[src/logic/ist_pkg.sv]
/*
 Package for the two-wire status and SCL timing block: register offsets,
 field positions, reset values and timing constants.
 Assumes a 50 MHz peripheral clock and a plain strobe register port.
*/
package ist_pkg;
	localparam logic [7:0] STATUS_TWO_OFF = 8'h18;
	localparam logic [7:0] CLOCK_CONTROL_OFF = 8'h1c;
	localparam logic [7:0] RISE_TIME_LIMIT_OFF = 8'h20;
	localparam logic [7:0] STATUS_ONE_OFF = 8'h14;
	localparam logic [7:0] DATA_REG_OFF = 8'h10;
	localparam logic [15:0] STATUS_TWO_RST = 16'h0000;
	localparam logic [15:0] CLOCK_CONTROL_RST = 16'h0000;
	localparam logic [5:0] RISE_TIME_RST = 6'h02;
	localparam int SPEED_BIT = 15;
	localparam int DUTY_BIT = 14;
	localparam int DIV_MSB = 11;
	localparam int RISE_MSB = 5;
	localparam int BIT_SECOND = 7;
	localparam int BIT_HOST = 6;
	localparam int BIT_DEFAULT = 5;
	localparam int BIT_BROADCAST = 4;
	localparam int BIT_DIRECTION = 2;
	localparam int BIT_BUSY = 1;
	localparam int BIT_MASTER = 0;
	localparam int BIT_ADDR = 1;
	localparam int BIT_START = 0;
	localparam logic [15:0] FAST_LOW_MULT = 16'h0002;
	localparam logic [15:0] DUTY_HIGH_MULT = 16'h0009;
	localparam logic [15:0] DUTY_LOW_MULT = 16'h0010;
	localparam logic [15:0] ONE_CYCLE = 16'h0001;
endpackage : ist_pkg

[src/logic/ist_status_timing.sv]
/*
 Status flags (address, start, second status register) and master SCL
 timing generator with rise-time compensation.
 Assumes the address matcher, byte engine and checksum engine drive the
 one-cycle event inputs on clk_i; SCL and SDA pins arrive asynchronously.
*/
`timescale 1ns/100ps

// Notes on behaviour
// - Address flag cleared by status reads, disable
// - Slave address match sets address flag
// - Master sets address flag after address ack
// - Not-acknowledged address never sets flag
// - Start flag set, cleared by read/data write
// - Second read clears flag even if late
// - Checksum byte shown in upper status bits
// - Second-match flag from matched own address
// - Host header flag on host address
// - Default address flag with resolution enabled
// - Broadcast call flag when enabled
// - Direction flag from read/write bit
// - Bus busy tracked even when disabled
// - Master state with start, cleared stop/loss
// - Speed bit selects standard or fast
// - Standard high and low equal divider
// - Rise field bounds SCL feedback loop
module ist_status_timing (
	// Clock and reset
	input wire logic clk_i,
	input wire logic rst_b_i,
	// Register port
	input wire logic [7:0] addr_i,
	input wire logic [15:0] wdata_i,
	input wire logic wr_i,
	input wire logic rd_i,
	output logic [15:0] rdata_o,
	// Configuration from control registers
	input wire logic peripheral_enable_i,
	input wire logic checksum_enable_i,
	input wire logic address_resolution_enable_i,
	input wire logic smbus_role_select_i,
	input wire logic broadcast_call_enable_i,
	input wire logic [7:0] checksum_i,
	input wire logic stop_seen_flag_i,
	// Events from the byte engine
	input wire logic slave_match_i,
	input wire logic match_second_i,
	input wire logic match_host_i,
	input wire logic match_default_i,
	input wire logic match_broadcast_i,
	input wire logic master_addr_done_i,
	input wire logic addr_acked_i,
	input wire logic addr_rw_i,
	input wire logic start_made_i,
	input wire logic stop_det_i,
	input wire logic restart_det_i,
	input wire logic arb_lost_i,
	input wire logic scl_run_i,
	// Bus pins
	input wire logic scl_i,
	input wire logic sda_i,
	output logic scl_o,
	output logic scl_oe_o,
	// Flags to first status register
	output logic addr_flag_o,
	output logic start_generated_flag_o
);
	logic [1:0] scl_sync_reg;
	logic [1:0] sda_sync_reg;
	logic [15:0] clock_control_reg;
	logic [5:0] rise_time_reg;
	logic addr_reg, start_reg, sr1_read_reg;
	logic second_reg, host_reg, default_reg, broadcast_reg;
	logic direction_reg, busy_reg, master_reg;
	logic sda_prev_reg;
	logic [15:0] count_reg;
	logic [5:0] rise_cnt_reg;
	logic scl_low_reg;
	logic [15:0] rdata_next;
	logic [15:0] status_two;
	logic rd_sr1, rd_sr2, wr_dr, clr_frame, scl_s, sda_s;

	typedef enum logic [1:0] {IST_IDLE, IST_LOW, IST_RISE, IST_HIGH} ist_phase_e;
	ist_phase_e phase_reg;

	function automatic logic [15:0] ist_mul(input logic [15:0] a, input logic [15:0] b);
		logic [31:0] p;
		p = 32'(a) * 32'(b);
		return p[15:0];
	endfunction : ist_mul

	assign scl_s = scl_sync_reg[1];
	assign sda_s = sda_sync_reg[1];
	assign rd_sr1 = rd_i && (addr_i == ist_pkg::STATUS_ONE_OFF);
	assign rd_sr2 = rd_i && (addr_i == ist_pkg::STATUS_TWO_OFF);
	assign wr_dr = wr_i && (addr_i == ist_pkg::DATA_REG_OFF);
	assign clr_frame = stop_det_i || restart_det_i || !peripheral_enable_i;

	always_ff @(posedge clk_i or negedge rst_b_i)
	begin
		if (!rst_b_i)
		begin
			scl_sync_reg <= 2'h3;
			sda_sync_reg <= 2'h3;
		end
		else
		begin
			scl_sync_reg <= {scl_sync_reg[0], scl_i};
			sda_sync_reg <= {sda_sync_reg[0], sda_i};
		end
	end

	// Configuration writes
	always_ff @(posedge clk_i or negedge rst_b_i)
	begin
		if (!rst_b_i)
		begin
			clock_control_reg <= ist_pkg::CLOCK_CONTROL_RST;
			rise_time_reg <= ist_pkg::RISE_TIME_RST;
		end
		else if (wr_i)
		begin
			if (addr_i == ist_pkg::CLOCK_CONTROL_OFF)
				clock_control_reg <= {wdata_i[15:14], 2'h0, wdata_i[11:0]};
			if (addr_i == ist_pkg::RISE_TIME_LIMIT_OFF)
				rise_time_reg <= wdata_i[ist_pkg::RISE_MSB:0];
		end
	end

	// Tracks the first-status read that arms both clear sequences
	always_ff @(posedge clk_i or negedge rst_b_i)
	begin
		if (!rst_b_i)
			sr1_read_reg <= 1'b0;
		else if (rd_sr1)
			sr1_read_reg <= 1'b1;
		else if (rd_sr2 || wr_dr || !peripheral_enable_i)
			sr1_read_reg <= 1'b0;
	end

	// Address flag; set wins over the status-read clear, disable wins over set
	always_ff @(posedge clk_i or negedge rst_b_i)
	begin
		if (!rst_b_i)
			addr_reg <= 1'b0;
		else if (!peripheral_enable_i)
			addr_reg <= 1'b0;
		else if (slave_match_i && !master_reg)
			addr_reg <= 1'b1;
		else if (master_addr_done_i && addr_acked_i && master_reg)
			addr_reg <= 1'b1;
		else if (rd_sr2 && sr1_read_reg)
			addr_reg <= 1'b0;
	end

	always_ff @(posedge clk_i or negedge rst_b_i)
	begin
		if (!rst_b_i)
			start_reg <= 1'b0;
		else if (!peripheral_enable_i)
			start_reg <= 1'b0;
		else if (start_made_i)
			start_reg <= 1'b1;
		else if (wr_dr && sr1_read_reg)
			start_reg <= 1'b0;
	end

	// Address-kind flags
	always_ff @(posedge clk_i or negedge rst_b_i)
	begin
		if (!rst_b_i)
		begin
			second_reg <= 1'b0;
			host_reg <= 1'b0;
			default_reg <= 1'b0;
			broadcast_reg <= 1'b0;
		end
		else if (slave_match_i && peripheral_enable_i && !master_reg)
		begin
			second_reg <= match_second_i;
			host_reg <= match_host_i && smbus_role_select_i && address_resolution_enable_i;
			default_reg <= match_default_i && address_resolution_enable_i;
			broadcast_reg <= match_broadcast_i && broadcast_call_enable_i;
		end
		else if (clr_frame)
		begin
			second_reg <= 1'b0;
			host_reg <= 1'b0;
			default_reg <= 1'b0;
			broadcast_reg <= 1'b0;
		end
	end

	always_ff @(posedge clk_i or negedge rst_b_i)
	begin
		if (!rst_b_i)
			direction_reg <= 1'b0;
		else if (clr_frame || arb_lost_i)
			direction_reg <= 1'b0;
		else if ((slave_match_i && !master_reg) || (master_addr_done_i && addr_acked_i))
			direction_reg <= master_reg ? !addr_rw_i : addr_rw_i;
	end

	always_ff @(posedge clk_i or negedge rst_b_i)
	begin
		if (!rst_b_i)
		begin
			busy_reg <= 1'b0;
			sda_prev_reg <= 1'b1;
		end
		else
		begin
			sda_prev_reg <= sda_s;
			if (!sda_s || !scl_s)
				busy_reg <= 1'b1;
			else if (sda_s && !sda_prev_reg && scl_s)
				busy_reg <= 1'b0;
		end
	end

	always_ff @(posedge clk_i or negedge rst_b_i)
	begin
		if (!rst_b_i)
			master_reg <= 1'b0;
		else if (!peripheral_enable_i || stop_det_i || arb_lost_i)
			master_reg <= 1'b0;
		else if (start_made_i)
			master_reg <= 1'b1;
	end

	always_comb
	begin
		status_two = ist_pkg::STATUS_TWO_RST;
		status_two[15:8] = checksum_enable_i ? checksum_i : 8'h00;
		status_two[ist_pkg::BIT_SECOND] = second_reg;
		status_two[ist_pkg::BIT_HOST] = host_reg;
		status_two[ist_pkg::BIT_DEFAULT] = default_reg;
		status_two[ist_pkg::BIT_BROADCAST] = broadcast_reg;
		status_two[ist_pkg::BIT_DIRECTION] = direction_reg;
		status_two[ist_pkg::BIT_BUSY] = busy_reg;
		status_two[ist_pkg::BIT_MASTER] = master_reg;
	end

	always_comb
	begin
		rdata_next = 16'h0000;
		case (addr_i)
			ist_pkg::STATUS_TWO_OFF: rdata_next = status_two;
			ist_pkg::CLOCK_CONTROL_OFF: rdata_next = clock_control_reg;
			ist_pkg::RISE_TIME_LIMIT_OFF: rdata_next = {10'h000, rise_time_reg};
			ist_pkg::STATUS_ONE_OFF: rdata_next = {14'h0000, addr_reg, start_reg};
			default: rdata_next = 16'h0000;
		endcase
	end

	always_ff @(posedge clk_i or negedge rst_b_i)
	begin
		if (!rst_b_i)
			rdata_o <= 16'h0000;
		else if (rd_i)
			rdata_o <= rdata_next;
		else
			rdata_o <= 16'h0000;
	end

	// Phase lengths in clock cycles
	logic [15:0] div, high_len, low_len;
	assign div = {4'h0, clock_control_reg[ist_pkg::DIV_MSB:0]};
	assign high_len = !clock_control_reg[ist_pkg::SPEED_BIT] ? div :
		(clock_control_reg[ist_pkg::DUTY_BIT] ? ist_mul(div, ist_pkg::DUTY_HIGH_MULT) : div);
	assign low_len = !clock_control_reg[ist_pkg::SPEED_BIT] ? div :
		(clock_control_reg[ist_pkg::DUTY_BIT] ? ist_mul(div, ist_pkg::DUTY_LOW_MULT) :
		ist_mul(div, ist_pkg::FAST_LOW_MULT));

	// SCL generator; divider below minimum is software's fault
	always_ff @(posedge clk_i or negedge rst_b_i)
	begin
		if (!rst_b_i)
		begin
			phase_reg <= IST_IDLE;
			count_reg <= 16'h0000;
			rise_cnt_reg <= 6'h00;
			scl_low_reg <= 1'b0;
		end
		else if (!peripheral_enable_i || !scl_run_i || !master_reg)
		begin
			phase_reg <= IST_IDLE;
			count_reg <= 16'h0000;
			scl_low_reg <= 1'b0;
		end
		else
		begin
			case (phase_reg)
				IST_IDLE:
				begin
					phase_reg <= IST_LOW;
					count_reg <= ist_pkg::ONE_CYCLE;
					scl_low_reg <= 1'b1;
				end
				IST_LOW:
					if (count_reg >= low_len)
					begin
						phase_reg <= IST_RISE;
						rise_cnt_reg <= 6'h01;
						count_reg <= ist_pkg::ONE_CYCLE;
						scl_low_reg <= 1'b0;
					end
					else
						count_reg <= count_reg + ist_pkg::ONE_CYCLE;
				IST_RISE:
				begin
					// wait for SCL high or limit
					count_reg <= count_reg + ist_pkg::ONE_CYCLE;
					rise_cnt_reg <= rise_cnt_reg + 6'h01;
					if (scl_s || rise_cnt_reg >= rise_time_reg)
						phase_reg <= IST_HIGH;
				end
				IST_HIGH:
					if (count_reg >= high_len)
					begin
						phase_reg <= IST_LOW;
						count_reg <= ist_pkg::ONE_CYCLE;
						scl_low_reg <= 1'b1;
					end
					else
						count_reg <= count_reg + ist_pkg::ONE_CYCLE;
				default: phase_reg <= IST_IDLE;
			endcase
		end
	end

	always_ff @(posedge clk_i or negedge rst_b_i)
	begin
		if (!rst_b_i)
		begin
			scl_o <= 1'b0;
			scl_oe_o <= 1'b0;
			addr_flag_o <= 1'b0;
			start_generated_flag_o <= 1'b0;
		end
		else
		begin
			scl_o <= 1'b0;
			scl_oe_o <= scl_low_reg;
			addr_flag_o <= addr_reg;
			start_generated_flag_o <= start_reg;
		end
	end
endmodule : ist_status_timing

[config.mk]
export PLATFORM = sky130hd
export DESIGN_NAME = ist_status_timing
export DESIGN_NICKNAME = d
export VERILOG_FILES = /design/src/logic/ist_pkg.sv /design/src/logic/ist_status_timing.sv
export SDC_FILE = /design/constraint.sdc
export NUM_CORES = 1
export LEC_CHECK = 0
export ABC_AREA = 0
export BUFFER_PORTS_ARGS = -buffer_cell sky130_fd_sc_hd__buf_2
export CORE_ASPECT_RATIO = 0.7
export CORE_MARGIN = 5
export CORE_UTILIZATION = 60
export CTS_BUF_LIST = sky130_fd_sc_hd__clkbuf_2 sky130_fd_sc_hd__clkbuf_4 sky130_fd_sc_hd__clkbuf_8
export CTS_CLUSTER_SIZE = 8
export DETAILED_ROUTE_END_ITERATION = 7
export PLACE_DENSITY = 0.81
export SETUP_SLACK_MARGIN = 0.2
export SYNTH_ARGS = -nofsm -noshare
export SYNTH_HDL_FRONTEND = slang
export SYNTH_SLANG_ARGS = --single-unit
[constraint.sdc]
create_clock -name clk_i -period 4.7 [get_ports clk_i]
set_input_delay 0.94 -clock clk_i [delete_from_list [all_inputs] [get_ports clk_i]]
set_output_delay 0.94 -clock clk_i [all_outputs]
set_load 0.02 [all_outputs]
==> results.sh, run 1 <==
export IMPL_antenna_found_initial=0
export IMPL_drt_initial_drc_count=383
export IMPL_pwr_share_comb=0.111
export IMPL_drc_errors=0
export IMPL_arrival_ps=4600
export IMPL_gr_total_overflow=0
export IMPL_htreeDepth=3
export IMPL_r2r_end="count_reg[2]$_DFF_PN0_"
export IMPL_first_global_vias=4444
export IMPL_rrSetupSlack_ps=390
export IMPL_dp_cells=698
export IMPL_seq_power_share=0.475
export IMPL_cts_tree="done"
export IMPL_dp_hpwl_mm=9.45
export IMPL_cts_sinks=79
export IMPL_grt_total_usage=0.257
export IMPL_synth_edf_count=0
export IMPL_p_per_area_nw_per_um2=252
export IMPL_syn_area_per_cell_sq_um=10.1
export IMPL_cts_root_buffer="clkbuf_8"
export IMPL_critPathRequiredTime_ps=4990
export IMPL_antenna_cells=0
export IMPL_p_switching_mw=0.372
export IMPL_synth_area_leaders="dfrtp_1 35%, ha_1 15%, mux2_2 5.4%, nand2_1 3.2%, mux2i_1 3.1%"
export IMPL_vias=4302
export IMPL_ant_nets=0
export IMPL_min_path_cells=0
export IMPL_clk_pin_slew_ps=80
export IMPL_sw_frac_of_total=0.247
export IMPL_clockBufferDepth=2
export IMPL_portBuffers=72
export IMPL_hold_start="scl_sync_reg[0]$_DFF_PN1_"
export IMPL_drv_cap=0
export IMPL_wl_per_cell_um=18.0
export IMPL_status="finished, final reports clean"
export IMPL_synth_nets=634
export IMPL_setup_tns_final_ps=0
export IMPL_nNetsFinal=711
export IMPL_drt_total_wl_mm=12.9
export IMPL_yosysSeqAreaShare=0.381
export IMPL_startpoint_type="flop"
export IMPL_final_cell_mix="71 x dfrtp_1, 71 x buf_2, 62 x ha_1"
export IMPL_numCtsBuffers=9
export IMPL_syn_inst=514
export IMPL_place_congestion=0.848
export IMPL_clkPwrFrac=0.414
export IMPL_ys_flop_type="dfrtp_1"
export IMPL_syn_area_sq_um=5200
export IMPL_synth_top_area_share=0.351
export IMPL_grt_pass1_wl_mm=21.4
export IMPL_dp_slack_ps=92.9
export IMPL_path_class="reg -> reg"
export IMPL_dieArea_sq_um=10700
export IMPL_drive_gt1_frac=0.252
export IMPL_min_to="scl_sync_reg[1]$_DFF_PN1_"
export IMPL_rsz0062_at_grt="no"
export IMPL_fmaxAchievable_ghz=0.232
export IMPL_yosys_warnings=0
export IMPL_ys_types=63
export IMPL_setup_viol=0
export IMPL_finClkSkew_ps=14.8
export IMPL_seq_area_sq_um=1990
export IMPL_multi_input_area_sq_um=3110
export IMPL_place_area_sq_um=5690
export IMPL_crit_slowest_cell="dfrtp_1"
export IMPL_clk_latency_ps=370
export IMPL_cpPeakStageDelay_ps=480
export IMPL_vias_per_cell=6.01
export IMPL_path_max_fanout=8
export IMPL_async_flop_share=1.00
export IMPL_fin_crit_sh=0.916
export IMPL_start_util=0.616
export IMPL_core_sq_um=8440
export IMPL_num_io_pins=77
export IMPL_fin_crit_ps=4310
export IMPL_hold_violations=0
export IMPL_slew_headroom=0.353
export IMPL_worstMarginPinSlew_ps=970
export IMPL_fill_cells=636
export IMPL_grt_max_degree=80
export IMPL_yosys_area_top_type="dfrtp_1"
export IMPL_ys_ff_latch=79
export IMPL_r2r_start="clock_control_reg[3]$_DFFE_PN0P_"
export IMPL_ir_drop_mv=0.191
export IMPL_power_internal_mw=1.14
export IMPL_design_area_sq_um=5990
export IMPL_drtPass1Iterations=7
export IMPL_path_cells="ha_1, ha_1, a21oi_1, o21bai_1, nand2_1, a311oi_2, mux2_2, ha_1, a21oi_1, o21ai_0, a2111oi_4, o21ai_1, buf_4, a311o_4, nor2_1"
export IMPL_rows=28
export IMPL_areaGrowthSynthToFinish_pct=15.0
export IMPL_fin_util=0.709
export IMPL_setup_ws_ps=393
export IMPL_final_max_slew_viol_count=0
export IMPL_p_leak_nw=2.77
export IMPL_cp_common_cell="ha_1"
export IMPL_min_path_type="reg -> reg"
export IMPL_reg2regPathDepth=15
export IMPL_end_kind="flop"
export IMPL_layout_cells_non_filler=716
export IMPL_die_w_um=121
export IMPL_die_h_um=87.9
==> cells by family (layout without fill, tap and decap cells) <==
logic type | count (synthesis) | count (layout) | share of synthesized area
buf+inv | 35 | 116 | 0.0296
xor+xnor | 21 | 21 | 0.0353
mux | 41 | 41 | 0.0849
compound gates | 106 | 107 | 0.144
simple gates | 168 | 168 | 0.171
flops | 79 | 79 | 0.381
other cells | 1 | 1 | 0.000720
fa+ha+maj | 63 | 63 | 0.153
==> stage by stage <==
| step | hold slack (ps) | power [mW] |
|---|---|---|
| final | 358 | 1.51 |
| after detailed placement | 347 | 0.893 |
| after global placement | 347 | 0.885 |
| after CTS | 358 | 1.51 |
| after floorplan | 345 | 0.820 |
| after global routing | 368 | 1.57 |
==> worst max-delay path: cells and delay by family (launching register included) <==
family | cells | cell delay, ps
AO/OA/AOI/OAI | 8 | 1990
adder cells (fa/ha/maj) | 3 | 950
flip-flops | 1 | 480
multiplexers | 1 | 380
AND/OR/NAND/NOR | 2 | 240
buffers and inverters | 1 | 180
==> worst max path at each step <==
stage	start	endpoint
after floorplan	clock_control_reg[4]$_DFFE_PN0P_	count_reg[11]$_DFF_PN0_
after global placement	clock_control_reg[3]$_DFFE_PN0P_	count_reg[2]$_DFF_PN0_
after detailed placement	clock_control_reg[3]$_DFFE_PN0P_	count_reg[2]$_DFF_PN0_
after CTS	clock_control_reg[0]$_DFFE_PN0P_	count_reg[2]$_DFF_PN0_
after global routing	clock_control_reg[3]$_DFFE_PN0P_	count_reg[4]$_DFF_PN0_
final	clock_control_reg[3]$_DFFE_PN0P_	count_reg[2]$_DFF_PN0_
==> power groups by stage <==
stage                     logic [mW]  registers (mW)  clock network [mW]
after CTS                      0.167           0.715               0.631
after global routing           0.190           0.718               0.666
after global placement         0.158           0.727                   0
after detailed placement       0.165           0.728                   0
final                          0.168           0.715               0.624
after floorplan               0.0963           0.723                   0
==> synth_stat cells, drive strengths merged (2+ instances only) <==
| library cell | count |
|---|---|
| nand2b | 7 |
| mux2i | 16 |
| a31oi | 5 |
| o211ai | 2 |
| o21ai | 23 |
| a21boi | 3 |
| a2bb2oi | 2 |
| and3 | 9 |
| a32o | 2 |
| nor4 | 4 |
| inv | 20 |
| and4 | 3 |
| a21oi | 22 |
| ha | 62 |
| a22oi | 9 |
| nand4 | 10 |
| dfstp | 6 |
| or3 | 2 |
| nor3b | 2 |
| xnor2 | 12 |
| dfrtp | 73 |
| nor2b | 7 |
| o21bai | 2 |
| and2 | 4 |
| mux2 | 25 |
| a211oi | 4 |
| a2111oi | 5 |
| nor3 | 11 |
| a211o | 2 |
| nand2 | 44 |
| o21a | 6 |
| o311a | 2 |
| nor2 | 47 |
| xor2 | 9 |
| o22ai | 2 |
| a21o | 4 |
| a222oi | 5 |
| nand3 | 16 |
| clkbuf | 10 |
| buf | 5 |
==> routing by layer <==
layer  global-route usage  up-vias  wire length (um)  share of wire
li1                     -     2042                 -              -
met1                0.333     2058              5730           0.44
met2                0.421      177              5920           0.46
met3               0.0762       25              1030          0.080
met4               0.0783        0               196          0.015
met5                    0        -                 0              0
==> layout make-up <==
type	instances	area share
multi-input combinational	401	0.519
sequential	79	0.332
timing repair buffer	80	0.0706
tap	120	0.0251
clock buffer	10	0.0219
clock inverter	6	0.0194
inverter	20	0.0125
==> timing repair <==
item,4_1_cts,5_1_grt
endpoints found under the setup margin,15,18
buffers inserted,1,0
gates cloned,1,0
hold buffers,0,0
pin swaps,2,1
resized for setup,1,7
Power figures use the tool's default switching activity.
==> inputs of run 2 (changes only) <==
--- a/config.mk
+++ b/config.mk
@@ -8,7 +8,6 @@
 export ABC_AREA = 0
 export BUFFER_PORTS_ARGS = -buffer_cell sky130_fd_sc_hd__buf_2
 export CORE_ASPECT_RATIO = 0.7
-export CORE_MARGIN = 5
 export CORE_UTILIZATION = 60
 export CTS_BUF_LIST = sky130_fd_sc_hd__clkbuf_2 sky130_fd_sc_hd__clkbuf_4 sky130_fd_sc_hd__clkbuf_8
 export CTS_CLUSTER_SIZE = 8
==> results.sh, run 2 (same netlist as run 1, synthesis figures left out) <==
export IMPL_status="finished, final reports clean"
export IMPL_grt_max_degree=80
export IMPL_rsz0062_at_grt="no"
export IMPL_dp_hpwl_mm=8.86
export IMPL_gr_total_overflow=0
export IMPL_clk_latency_ps=370
export IMPL_finClkSkew_ps=11.5
export IMPL_reg2regPathDepth=15
export IMPL_vias_per_cell=5.88
export IMPL_min_path_type="reg -> reg"
export IMPL_drive_gt1_frac=0.249
export IMPL_grt_pass1_wl_mm=19.9
export IMPL_min_path_cells=0
export IMPL_clockBufferDepth=2
export IMPL_critPathRequiredTime_ps=5000
export IMPL_place_congestion=0.871
export IMPL_antenna_cells=0
export IMPL_setup_tns_final_ps=0
export IMPL_antenna_found_initial=0
export IMPL_drt_total_wl_mm=12.1
export IMPL_hold_start="scl_sync_reg[0]$_DFF_PN1_"
export IMPL_cts_tree="done"
export IMPL_r2r_start="clock_control_reg[6]$_DFFE_PN0P_"
export IMPL_drc_errors=0
export IMPL_drt_initial_drc_count=351
export IMPL_cts_root_buffer="clkbuf_8"
export IMPL_portBuffers=72
export IMPL_grt_total_usage=0.289
export IMPL_setup_ws_ps=436
export IMPL_end_kind="flop"
export IMPL_dieArea_sq_um=9060
export IMPL_final_max_slew_viol_count=0
export IMPL_startpoint_type="flop"
export IMPL_hold_ws_ps=358
export IMPL_wl_per_cell_um=16.9
export IMPL_vias=4206
export IMPL_htreeDepth=3
export IMPL_design_area_sq_um=5930
export IMPL_place_area_sq_um=5690
export IMPL_cts_sinks=79
export IMPL_final_cell_mix="72 x dfrtp_1, 71 x buf_2, 62 x ha_1"
export IMPL_p_per_area_nw_per_um2=235
export IMPL_start_util=0.616
export IMPL_areaGrowthSynthToFinish_pct=14.0
export IMPL_setup_viol=0
export IMPL_ir_drop_mv=0.194
export IMPL_fin_crit_ps=4260
export IMPL_drtPass1Iterations=5
export IMPL_crit_start="clock_control_reg[6]$_DFFE_PN0P_"
export IMPL_hold_violations=0
export IMPL_p_leak_nw=2.73
export IMPL_numCtsBuffers=9
export IMPL_worstMarginPinSlew_ps=952
export IMPL_arrival_ps=4560
export IMPL_ant_nets=0
export IMPL_drv_cap=0
export IMPL_die_h_um=79.9
export IMPL_nNetsFinal=710
export IMPL_first_global_vias=4044
export IMPL_clk_pin_slew_ps=80
export IMPL_cts_setup_buffers=0
export IMPL_dp_slack_ps=86.0
export IMPL_path_class="reg -> reg"
export IMPL_core_sq_um=8440
export IMPL_rows=28
export IMPL_path_max_fanout=8
export IMPL_slew_headroom=0.365
export IMPL_fmaxAchievable_ghz=0.234
export IMPL_layout_commonest_cell="dfrtp_1"
export IMPL_fin_util=0.703
export IMPL_fin_crit_sh=0.907
export IMPL_num_io_pins=77
export IMPL_die_w_um=113
## run 2: through the flow
stage               std cells  total power, mW
finish                    715             1.39
floorplan                 514            0.820
global route              715             1.45
global placement          698            0.885
CTS                       715             1.41
detailed placement        698            0.893
## run 2: report_power, final
group	internal [mW]	switching (mW)	total [mW]
registers	0.697	0.0183	0.715
clock network	0.255	0.256	0.510
logic	0.0750	0.0936	0.169
## run 2: final timing paths
path	endpoint	slack, ps
max	count_reg[8]$_DFF_PN0_	440
min	scl_sync_reg[1]$_DFF_PN1_	360
max reg2reg	count_reg[8]$_DFF_PN0_	440
min reg2reg	scl_sync_reg[1]$_DFF_PN1_	360
max in group asynchronous	clock_control_reg[7]$_DFFE_PN0P_	3350
min in group asynchronous	rdata_o[15]$_DFF_PN0_	710
## run 2: timing repair
action / 4_1_cts / 5_1_grt
resized for setup: 2 / 5
endpoints found under the setup margin: 15 / 15
pin swaps: 1 / 1
hold buffers: 0 / 0
gates cloned: 1 / 0
## run 2: layout make-up
type                            instances  area [sq um]
Timing Repair Buffer                   79           415
Clock inverter                          6          70.1
Inverter                               20          75.1
Fill cell                             634          2510
Sequential cell                        79          1990
Tap cell                              120           150
Clock buffer                           10           131
Multi-Input combinational cell        401          3110
## run 2: layer usage
layer | up-vias | global-route usage | wire (um) | share of wire
met2 | 185 | 0.453 | 5380 | 0.44
met1 | 1965 | 0.402 | 5720 | 0.47
met3 | 19 | 0.0585 | 819 | 0.068
met5 | - | 0 | 0 | 0
met4 | 0 | 0.0921 | 168 | 0.014
li1 | 2037 | - | - | -
## run 2: critical path, cell delays in order (launching register included)
cell and delay [ps]:
dfrtp_1 490, ha_1 350, ha_1 340, o21a_1 130, nor2_1 60, nor2b_1 200
nor3_1 100, a311oi_2 330, mux2_2 390, ha_1 290, a21oi_1 150, o21ai_0 190
a2111oi_4 290, o21ai_2 180, a311o_2 570, nor2_4 140
